===== config.mk =====
export PLATFORM = sky130hd
export DESIGN_NAME = ricbh_top
export DESIGN_NICKNAME = d
export VERILOG_FILES = /design/src/rtl/ricbh_pkg.sv /design/src/rtl/ricbh_nv_if.sv /design/src/rtl/ricbh_tstamp.sv /design/src/rtl/ricbh_nvstore.sv /design/src/rtl/ricbh_top.sv
export SDC_FILE = /design/constraint.sdc
export NUM_CORES = 1
export LEC_CHECK = 0
export BUFFER_PORTS_ARGS = -buffer_cell sky130_fd_sc_hd__buf_2
export CAP_MARGIN = 15
export CORE_UTILIZATION = 45
export DETAILED_ROUTE_END_ITERATION = 7
export PLACE_DENSITY = 0.75
export SLEW_MARGIN = 5
export SYNTH_ARGS = -nofsm -noshare
export SYNTH_HDL_FRONTEND = slang
export SYNTH_SLANG_ARGS = --single-unit

===== constraint.sdc =====
create_clock -name clk_i -period 6.06 [get_ports clk_i]
set_input_delay 0.303 -clock clk_i [delete_from_list [all_inputs] [get_ports clk_i]]
set_output_delay 0.303 -clock clk_i [all_outputs]
set_load 0.02 [all_outputs]

===== src/rtl/ricbh_pkg.sv =====
// shared constants and types for the resolver command byte handler
package ricbh_pkg;
    localparam int unsigned CLK_HZ          = 50_000_000;
    localparam int unsigned TSTAMP_NS       = 400;
    localparam int unsigned CLK_NS          = 1_000_000_000 / CLK_HZ;
    localparam int unsigned TSTAMP_CYC      = (TSTAMP_NS + CLK_NS - 1) / CLK_NS;
    localparam int unsigned FLASH_LIFE      = 10_000;
    localparam logic [7:0] CMD_VELOCITY     = 8'h00;
    localparam logic [7:0] CMD_PRESET_ARM   = 8'h02;
    localparam logic [7:0] CMD_PRESET_EXEC  = 8'h0d;
    localparam logic [7:0] CMD_UNITS_SPAN   = 8'h10;
    localparam logic [7:0] CMD_TOTAL_RANGE  = 8'h11;
    localparam logic [7:0] CMD_PRESET_VAL   = 8'h13;
    localparam logic [7:0] CMD_SAVE_ARM     = 8'h20;
    localparam logic [7:0] CMD_OFFSET       = 8'h33;
    localparam logic [7:0] CMD_TIMESTAMP    = 8'h68;
    localparam logic [7:0] CMD_RAW_POS      = 8'h69;
    localparam logic [7:0] CMD_SAVE_EXEC    = 8'hd0;
    localparam logic [31:0] ZERO_WORD       = 32'h0000_0000;

    typedef enum logic [2:0]
    {
        SEQ_IDLE    = 3'b001,
        SEQ_PRE_ARM = 3'b010,
        SEQ_SAV_ARM = 3'b100
    } ricbh_seq_type;

    typedef enum logic [2:0]
    {
        NV_IDLE  = 3'b001,
        NV_WRITE = 3'b010,
        NV_WAIT  = 3'b100
    } ricbh_nv_type;
endpackage


===== src/rtl/ricbh_nv_if.sv =====
// save request and completion between sequencer and nonvolatile writer
`timescale 1ns/100ps
interface ricbh_nv_if;
    logic        save_req;
    logic [31:0] offset;
    logic        busy;
    modport seq (output save_req, output offset, input busy);
    modport nv  (input save_req, input offset, output busy);
endinterface


===== src/rtl/ricbh_tstamp.sv =====
// free-running time stamp, one count per 400 ns
`timescale 1ns/100ps
module ricbh_tstamp
    import ricbh_pkg::*;
(
    input  wire logic        clk_i,
    input  wire logic        arst_n_i,
    output logic      [31:0] stamp_o
);
    logic [7:0] div_q;
    logic       tick;

    assign tick = (div_q == 8'(TSTAMP_CYC - 1));

    always_ff @(posedge clk_i or negedge arst_n_i)
    begin
        if (!arst_n_i)
            div_q <= 8'h00;
        else if (tick)
            div_q <= 8'h00;
        else
            div_q <= div_q + 8'h01;
    end

    always_ff @(posedge clk_i or negedge arst_n_i)
    begin
        if (!arst_n_i)
            stamp_o <= ZERO_WORD;
        else if (tick)
            stamp_o <= stamp_o + 32'h0000_0001;
    end

    property p_stamp_step;
        @(posedge clk_i) disable iff (!arst_n_i)
        tick |=> stamp_o == $past(stamp_o) + 32'h0000_0001;
    endproperty
    a_stamp_step : assert property (p_stamp_step)
        else $error("time stamp did not advance on tick");

    property p_stamp_hold;
        @(posedge clk_i) disable iff (!arst_n_i)
        !tick |=> $stable(stamp_o);
    endproperty
    a_stamp_hold : assert property (p_stamp_hold)
        else $error("time stamp moved between ticks");
endmodule


===== src/rtl/ricbh_nvstore.sv =====
// nonvolatile writer: flash or ferroelectric store with write counting
`timescale 1ns/100ps
module ricbh_nvstore
    import ricbh_pkg::*;
(
    input  wire logic        clk_i,
    input  wire logic        arst_n_i,
    ricbh_nv_if.nv           nv,
    input  wire logic        fram_sel_i,
    input  wire logic        nv_ack_i,
    output logic             flash_wr_o,
    output logic             fram_wr_o,
    output logic             wear_err_o
);
    ricbh_nv_type state_q;
    logic [13:0]  wcount_q;

    always_ff @(posedge clk_i or negedge arst_n_i)
    begin
        if (!arst_n_i)
            state_q <= NV_IDLE;
        else
            unique case (state_q)
                NV_IDLE:  if (nv.save_req) state_q <= NV_WRITE;
                NV_WRITE: state_q <= NV_WAIT;
                NV_WAIT:  if (nv_ack_i) state_q <= NV_IDLE;
                default:  state_q <= NV_IDLE;
            endcase
    end

    always_ff @(posedge clk_i or negedge arst_n_i)
    begin
        if (!arst_n_i)
        begin
            flash_wr_o <= 1'b0;
            fram_wr_o  <= 1'b0;
        end
        else
        begin
            flash_wr_o <= (state_q == NV_WRITE) && !fram_sel_i;
            fram_wr_o  <= (state_q == NV_WRITE) && fram_sel_i;
        end
    end

    // count flash writes, flag wear-out past rated life
    always_ff @(posedge clk_i or negedge arst_n_i)
    begin
        if (!arst_n_i)
        begin
            wcount_q   <= 14'h0000;
            wear_err_o <= 1'b0;
        end
        else if (state_q == NV_WRITE && !fram_sel_i)
        begin
            if (wcount_q != 14'h3fff)
                wcount_q <= wcount_q + 14'h0001;
            wear_err_o <= (wcount_q >= 14'(FLASH_LIFE));
        end
    end

    assign nv.busy = (state_q != NV_IDLE);

    property p_fram_sel;
        @(posedge clk_i) disable iff (!arst_n_i)
        (state_q == NV_WRITE && fram_sel_i) |=> fram_wr_o && !flash_wr_o;
    endproperty
    a_fram_sel : assert property (p_fram_sel)
        else $error("range nonzero but flash written");

    property p_flash_sel;
        @(posedge clk_i) disable iff (!arst_n_i)
        (state_q == NV_WRITE && !fram_sel_i) |=> flash_wr_o && !fram_wr_o;
    endproperty
    a_flash_sel : assert property (p_flash_sel)
        else $error("flash save not issued");
endmodule


===== src/rtl/ricbh_top.sv =====
// resolver cyclic I/O command byte interpreter
`timescale 1ns/100ps
// Behaviour
// - cmd 10/11/13 put units-per-span, total range, preset value in word 2.
// - cmd 33 puts the offset from the last preset in word 2.
// - cmd 68 puts a free-running 400 ns time stamp in word 2.
// - cmd 69 puts raw position in word 2; word 1 stays scaled.
// - cmd 00 or unknown code gives velocity, no error.
// - preset execute after arm makes reported position equal preset.
// - offset and parameters are volatile until saved.
// - save execute after arm writes offset to flash when total range is zero.
// - flash rated for 10000 writes; beyond that flag memory error.
// - nonzero total range keeps offset in ferroelectric memory.
// - eight input bytes: scaled position, then selected value.
// - five output bytes: signed preset value then command byte.
module ricbh_top
    import ricbh_pkg::*;
(
    input  wire logic        clk_i,
    input  wire logic        arst_n_i,
    input  wire logic        out_valid_i,
    input  wire logic [39:0] out_bytes_i,
    input  wire logic [31:0] scaled_pos_i,
    input  wire logic [31:0] raw_pos_i,
    input  wire logic [31:0] velocity_i,
    input  wire logic [31:0] units_span_i,
    input  wire logic [31:0] total_range_i,
    input  wire logic        nv_ack_i,
    output logic      [63:0] in_bytes_o,
    output logic             in_valid_o,
    output logic      [31:0] offset_o,
    output logic      [31:0] preset_val_o,
    output logic             flash_wr_o,
    output logic             fram_wr_o,
    output logic      [31:0] nv_offset_o,
    output logic             wear_err_o
);
    ricbh_nv_if    nvb ();
    ricbh_seq_type seq_q;
    logic [7:0]    cmd;
    logic [31:0]   preset_in;
    logic [31:0]   stamp;
    logic [31:0]   sel_word;
    logic [31:0]   pos_now;
    logic          do_preset;
    logic          do_save;
    logic          save_req_q;

    assign preset_in = out_bytes_i[31:0];
    assign cmd       = out_bytes_i[39:32];

    // reported position is scaled position plus preset offset
    function automatic logic [31:0] pos_with_offset(input logic [31:0] p,
                                                    input logic [31:0] o);
        pos_with_offset = p + o;
    endfunction

    assign pos_now = pos_with_offset(scaled_pos_i, offset_o);

    // execute counts only right after its arming code
    assign do_preset = out_valid_i && (seq_q == SEQ_PRE_ARM) && (cmd == CMD_PRESET_EXEC);
    assign do_save   = out_valid_i && (seq_q == SEQ_SAV_ARM) && (cmd == CMD_SAVE_EXEC);

    always_ff @(posedge clk_i or negedge arst_n_i)
    begin
        if (!arst_n_i)
            seq_q <= SEQ_IDLE;
        else if (out_valid_i)
            unique case (cmd)
                CMD_PRESET_ARM: seq_q <= SEQ_PRE_ARM;
                CMD_SAVE_ARM:   seq_q <= SEQ_SAV_ARM;
                default:        seq_q <= SEQ_IDLE;
            endcase
    end

    // offset and preset held in plain flip-flops, lost at power loss
    always_ff @(posedge clk_i or negedge arst_n_i)
    begin
        if (!arst_n_i)
        begin
            offset_o     <= ZERO_WORD;
            preset_val_o <= ZERO_WORD;
        end
        else if (do_preset)
        begin
            offset_o     <= preset_in - scaled_pos_i;
            preset_val_o <= preset_in;
        end
    end

    always_ff @(posedge clk_i or negedge arst_n_i)
    begin
        if (!arst_n_i)
            save_req_q <= 1'b0;
        else
            save_req_q <= do_save && !nvb.busy;
    end

    assign nvb.save_req = save_req_q;
    assign nvb.offset   = offset_o;

    always_ff @(posedge clk_i or negedge arst_n_i)
    begin
        if (!arst_n_i)
            nv_offset_o <= ZERO_WORD;
        else if (save_req_q)
            nv_offset_o <= nvb.offset;
    end

    always_comb
    begin
        unique case (cmd)
            CMD_UNITS_SPAN:  sel_word = units_span_i;
            CMD_TOTAL_RANGE: sel_word = total_range_i;
            CMD_PRESET_VAL:  sel_word = preset_val_o;
            CMD_OFFSET:      sel_word = offset_o;
            CMD_TIMESTAMP:   sel_word = stamp;
            CMD_RAW_POS:     sel_word = raw_pos_i;
            default:         sel_word = velocity_i;
        endcase
    end

    // fresh answer built on every transfer
    always_ff @(posedge clk_i or negedge arst_n_i)
    begin
        if (!arst_n_i)
        begin
            in_bytes_o <= {ZERO_WORD, ZERO_WORD};
            in_valid_o <= 1'b0;
        end
        else
        begin
            in_valid_o <= out_valid_i;
            if (out_valid_i)
            begin
                if (do_preset)
                    in_bytes_o <= {velocity_i, preset_in};
                else
                    in_bytes_o <= {sel_word, pos_now};
            end
        end
    end

    ricbh_tstamp u_tstamp
    (
        .clk_i    (clk_i),
        .arst_n_i (arst_n_i),
        .stamp_o  (stamp)
    );

    ricbh_nvstore u_nv
    (
        .clk_i      (clk_i),
        .arst_n_i   (arst_n_i),
        .nv         (nvb),
        .fram_sel_i (total_range_i != ZERO_WORD),
        .nv_ack_i   (nv_ack_i),
        .flash_wr_o (flash_wr_o),
        .fram_wr_o  (fram_wr_o),
        .wear_err_o (wear_err_o)
    );

    property p_sel_units;
        @(posedge clk_i) disable iff (!arst_n_i)
        (out_valid_i && cmd == CMD_UNITS_SPAN) |=> in_bytes_o[63:32] == $past(units_span_i);
    endproperty
    a_sel_units : assert property (p_sel_units)
        else $error("units per span not selected");

    property p_sel_range;
        @(posedge clk_i) disable iff (!arst_n_i)
        (out_valid_i && cmd == CMD_TOTAL_RANGE) |=> in_bytes_o[63:32] == $past(total_range_i);
    endproperty
    a_sel_range : assert property (p_sel_range)
        else $error("total range not selected");

    property p_sel_preset;
        @(posedge clk_i) disable iff (!arst_n_i)
        (out_valid_i && cmd == CMD_PRESET_VAL) |=> in_bytes_o[63:32] == $past(preset_val_o);
    endproperty
    a_sel_preset : assert property (p_sel_preset)
        else $error("preset value not selected");

    property p_offset_rep;
        @(posedge clk_i) disable iff (!arst_n_i)
        (out_valid_i && cmd == CMD_OFFSET) |=> in_bytes_o[63:32] == $past(offset_o);
    endproperty
    a_offset_rep : assert property (p_offset_rep)
        else $error("offset not reported");

    property p_sel_stamp;
        @(posedge clk_i) disable iff (!arst_n_i)
        (out_valid_i && cmd == CMD_TIMESTAMP) |=> in_bytes_o[63:32] == $past(stamp);
    endproperty
    a_sel_stamp : assert property (p_sel_stamp)
        else $error("time stamp not selected");

    property p_raw_pos;
        @(posedge clk_i) disable iff (!arst_n_i)
        (out_valid_i && cmd == CMD_RAW_POS && !do_preset)
        |=> in_bytes_o[63:32] == $past(raw_pos_i)
            && in_bytes_o[31:0] == $past(pos_now);
    endproperty
    a_raw_pos : assert property (p_raw_pos)
        else $error("raw position word wrong");

    property p_sel_vel;
        @(posedge clk_i) disable iff (!arst_n_i)
        (out_valid_i && cmd == CMD_VELOCITY) |=> in_bytes_o[63:32] == $past(velocity_i);
    endproperty
    a_sel_vel : assert property (p_sel_vel)
        else $error("velocity not selected");

    property p_unknown_vel;
        @(posedge clk_i) disable iff (!arst_n_i)
        (out_valid_i && cmd == 8'h55) |=> in_bytes_o[63:32] == $past(velocity_i);
    endproperty
    a_unknown_vel : assert property (p_unknown_vel)
        else $error("unknown code did not return velocity");

    property p_preset_pos;
        @(posedge clk_i) disable iff (!arst_n_i)
        do_preset |=> in_bytes_o[31:0] == $past(preset_in)
                      && offset_o == $past(preset_in) - $past(scaled_pos_i);
    endproperty
    a_preset_pos : assert property (p_preset_pos)
        else $error("preset did not set position");

    property p_preset_val;
        @(posedge clk_i) disable iff (!arst_n_i)
        do_preset |=> preset_val_o == $past(preset_in);
    endproperty
    a_preset_val : assert property (p_preset_val)
        else $error("preset value not stored");

    property p_offset_hold;
        @(posedge clk_i) disable iff (!arst_n_i)
        !do_preset |=> $stable(offset_o);
    endproperty
    a_offset_hold : assert property (p_offset_hold)
        else $error("offset moved without preset");

    property p_save_req;
        @(posedge clk_i) disable iff (!arst_n_i)
        (do_save && !nvb.busy) |=> save_req_q ##2 (flash_wr_o || fram_wr_o);
    endproperty
    a_save_req : assert property (p_save_req)
        else $error("save did not reach nonvolatile store");

    property p_answer;
        @(posedge clk_i) disable iff (!arst_n_i)
        out_valid_i |=> in_valid_o;
    endproperty
    a_answer : assert property (p_answer)
        else $error("transfer not answered");

    property p_answer_idle;
        @(posedge clk_i) disable iff (!arst_n_i)
        !out_valid_i |=> !in_valid_o && $stable(in_bytes_o);
    endproperty
    a_answer_idle : assert property (p_answer_idle)
        else $error("answer changed without transfer");

    property p_pos_word;
        @(posedge clk_i) disable iff (!arst_n_i)
        (out_valid_i && !do_preset) |=> in_bytes_o[31:0] == $past(scaled_pos_i) + $past(offset_o);
    endproperty
    a_pos_word : assert property (p_pos_word)
        else $error("position word not refreshed");

    property p_once;
        @(posedge clk_i) disable iff (!arst_n_i)
        do_preset |=> !do_preset;
    endproperty
    a_once : assert property (p_once)
        else $error("preset executed twice in a row");

    property p_no_stray;
        @(posedge clk_i) disable iff (!arst_n_i)
        (out_valid_i && cmd == CMD_PRESET_EXEC && seq_q != SEQ_PRE_ARM) |=> $stable(offset_o);
    endproperty
    a_no_stray : assert property (p_no_stray)
        else $error("preset without arming");

    property p_save_stray;
        @(posedge clk_i) disable iff (!arst_n_i)
        (out_valid_i && cmd == CMD_SAVE_EXEC && seq_q != SEQ_SAV_ARM) |=> !save_req_q;
    endproperty
    a_save_stray : assert property (p_save_stray)
        else $error("save without arming");

    property p_pre_arm;
        @(posedge clk_i) disable iff (!arst_n_i)
        (out_valid_i && cmd == CMD_PRESET_ARM) |=> seq_q == SEQ_PRE_ARM;
    endproperty
    a_pre_arm : assert property (p_pre_arm)
        else $error("preset not armed");

    property p_sav_arm;
        @(posedge clk_i) disable iff (!arst_n_i)
        (out_valid_i && cmd == CMD_SAVE_ARM) |=> seq_q == SEQ_SAV_ARM;
    endproperty
    a_sav_arm : assert property (p_sav_arm)
        else $error("save not armed");
endmodule


==> impl_metrics.env <==
export IMPL_outcome="finished, final reports clean"
export IMPL_fp_row_count=63
export IMPL_power_density_mw_per_mm2=224.8
export IMPL_io_buffers=367
export IMPL_setup_viol=0
export IMPL_htree_levels=1
export IMPL_vdd_drop_max_v=0.0001874
export IMPL_drive_gt1_share_pct=27.47
export IMPL_dr_pass1_iters=5
export IMPL_holdCritPathClass="input port to flip-flop"
export IMPL_ys_seq_area_share_pct=40.79
export IMPL_max_slew_worst_pin_slew_ns=0.9935
export IMPL_initial_core_util_pct=46.11
export IMPL_syn_instance_count=1510
export IMPL_synth_edf_count=0
export IMPL_period_minus_slack_ns=3.362
export IMPL_maxCapViolations=0
export IMPL_cp_end_kind="flip-flop"
export IMPL_cp_max_fo=4
export IMPL_routed_wl_um=45950
export IMPL_final_util_pct=56.70
export IMPL_syn_area_mm2=0.01381
export IMPL_antenna_found_initial=0
export IMPL_yosys_area_top_type="dfrtp_1"
export IMPL_ys_types=78
export IMPL_drv_slew=0
export IMPL_clockBufferDepth=3
export IMPL_final_nets=2124
export IMPL_yosysWarnings=0
export IMPL_vias=13150
export IMPL_leakage_nw=8.598
export IMPL_place_gp_congestion=0.9237
export IMPL_avgRoutedWirePerCell_um=20.32
export IMPL_cts_tree="built"
export IMPL_cts_sinks=225
export IMPL_synth_main_ff_cell="dfrtp_1"
export IMPL_power_mw=3.819
export IMPL_synth_most_common_cell="dfrtp_1"
export IMPL_fmax_mhz=297.4
export IMPL_cp_arrival_ns=3.85
export IMPL_core_mm2=0.02995
export IMPL_grt_pass1_vias=12640
export IMPL_ioPinCount=368
export IMPL_drt_iter0_drc=900
export IMPL_viasPerCell=5.815
export IMPL_root_buffer="clkbuf_16"
export IMPL_antenna_cells=0
export IMPL_antenna_left=0
export IMPL_relSlewSlack_pct=33.76
export IMPL_clkSlewWorstSetupHoldPaths_ns=0.06
export IMPL_syn2layout_area_growth_pct=22.98
export IMPL_synthTopCellsByCount="dfrtp_1 (223), nand2_1 (209), nor2_1 (108)"
export IMPL_dieArea_mm2=0.03139
export IMPL_avgSynthCellArea_um2=9.146
export IMPL_finalHoldViolCount=0
export IMPL_synth_area_top_cells="dfrtp_1 (40%), ha_1 (6.0%), nand2_1 (5.7%)"
export IMPL_die_h_um=177.2
export IMPL_async_flop_share_pct=100.0
export IMPL_finalClockSkew_ns=0.01074
export IMPL_synth_seq_cells=225
export IMPL_grt_max_degree=124
export IMPL_crit_type="input port to flip-flop"
export IMPL_final_setup_tns_ns=0
export IMPL_cts_buffers=27
export IMPL_synth_nets=1782
export IMPL_drcViolationCount=0
export IMPL_synth_top_area_share_pct=40.41
export IMPL_period_share_pct=55.48
export IMPL_rsz0062_at_grt="false"
export IMPL_dieWidth_um=177.2
export IMPL_dp_hpwl_um=34770
export IMPL_clk_latency_ns=0.55
export IMPL_overflow=0
export IMPL_grt_pass1_wl_um=68940
export IMPL_critPathLaunchType="input port"
export IMPL_grt_total_usage_pct=28.42
export IMPL_worstPathRequired_ns=6.55
-- flip-flops by register name, indices dropped and copies added (netlist names) --
register          flops
offset_o             32
u_nv.wear_err_o       1
u_nv.fram_wr_o        1
u_nv.flash_wr_o       1
in_valid_o            1
nv_offset_o          32
preset_val_o         32
u_tstamp.stamp_o     32
nvb.save_req          1
in_bytes_o           64
u_nv.wcount_q        14
seq_q                 3
u_nv.state_q          3
u_tstamp.div_q        8
-- worst paths after layout --
path | startpoint | cells past startpoint | to | slack, ns
worst max register to register | offset_o[10] | 9 | in_bytes_o[28] | 2.80
worst max-delay path | out_bytes_i[0] | 13 | offset_o[24] | 2.70
worst min-delay path | out_bytes_i[1] | 3 | preset_val_o[1] | 0.03
worst min register to register | u_tstamp.div_q[0] | 1 | u_tstamp.div_q[0] | 0.45
min in group asynchronous | arst_n_i | 2 | u_nv.flash_wr_o | 0.42
max in group asynchronous | arst_n_i | 3 | offset_o[3] | 4.15
-- logic make-up after synthesis --
group | synth area share [%]
AND/OR/NAND/NOR | 16.14
flip-flops | 40.79
adder cells (fa/ha/maj) | 6.269
AO/OA/AOI/OAI | 18.65
XOR/XNOR | 6.278
buffers and inverters | 3.796
multiplexers | 8.072
-- cell usage in the layout (no fill, tap or decap), types with 4 or more instances in the layout --
master,count
o31ai_1,4
o22ai_1,4
buf_4,15
xnor2_1,68
and2_1,8
o21a_1,4
o211ai_1,4
clkbuf_16,27
buf_2,364
a21oi_1,106
nor2b_1,8
a221oi_1,33
and4_1,5
or4_1,4
mux2i_1,36
nand3_1,40
o21ai_0,91
a31oi_1,27
a211oi_1,7
a22oi_1,33
and3_1,11
dlygate4sd3_1,10
inv_1,60
dfrtp_1,222
clkbuf_8,6
a211o_1,4
clkbuf_1,8
o21bai_1,7
nor3_1,12
ha_1,66
nand4_1,30
nor2_1,107
a21boi_0,4
a21o_1,31
mux2_2,67
nor4_1,14
xor2_1,31
nand2b_1,8
nand2_1,209
o221ai_1,7
-- worst max-delay path, cell delays in order --
cell and delay [ns]:
dlygate4sd3_1 0.54, buf_2 0.12, inv_1 0.05, ha_1 0.26, fa_1 0.41, nand2b_1 0.21, a211oi_1 0.43, o2111ai_1 0.21
a21oi_1 0.36, nor2_1 0.17, o2bb2ai_1 0.20, or4_1 0.48, nand4_1 0.09
-- layout make-up --
type                            count  area, um2
Fill cell                        2743      12970
Multi-Input combinational cell   1148       7672
Sequential cell                   225       5634
Timing Repair Buffer              390       2049
Clock buffer                       41      788.3
Tap cell                          390      488.0
Inverter                           60      225.2
Clock inverter                      7      127.6
-- per-layer routing --
layer  vias to the layer above  part of all wire (%)  wire length [um]  global-route usage [%]
met1                      6367                    43             19580                   38.28
met3                        89                   8.0              3660                   4.704
li1                       6141                     -                 -                       -
met2                       550                    46             21000                   45.85
met5                         -                     0                 0                       0
met4                         0                   3.7              1708                   10.31
-- power by group --
group / leakage (nW) / switching, mW / internal [mW]
clock network: 0.445 / 0.658 / 1.02
registers: 2.94 / 0.0244 / 1.54
logic: 5.22 / 0.343 / 0.227
total: 8.60 / 1.03 / 2.79
-- through the flow --
| stage | area, um2 | setup WS [ns] | std cells | hold WS [ns] |
|---|---|---|---|---|
| final | 16990 | 2.698 | 2261 | 0.03151 |
| after global routing | 16990 | 2.596 | 2261 | 0.01209 |
| after CTS | 16990 | 2.780 | 2261 | 0.0006560 |
| after detailed placement | 15970 | 2.773 | 2203 | 0.4464 |
| after global placement | 15970 | 2.838 | 2203 | 0.4409 |
| after floorplan | 13810 | 3.304 | 1510 | 0.007409 |
-- timing repair --
action                                 4_1_cts  5_1_grt
hold buffers                                10        0
resized for setup                            0        0
endpoints found under the hold margin      127        0
setup buffers                                0        0
Note: power is estimated with default switching activity, not from simulation.
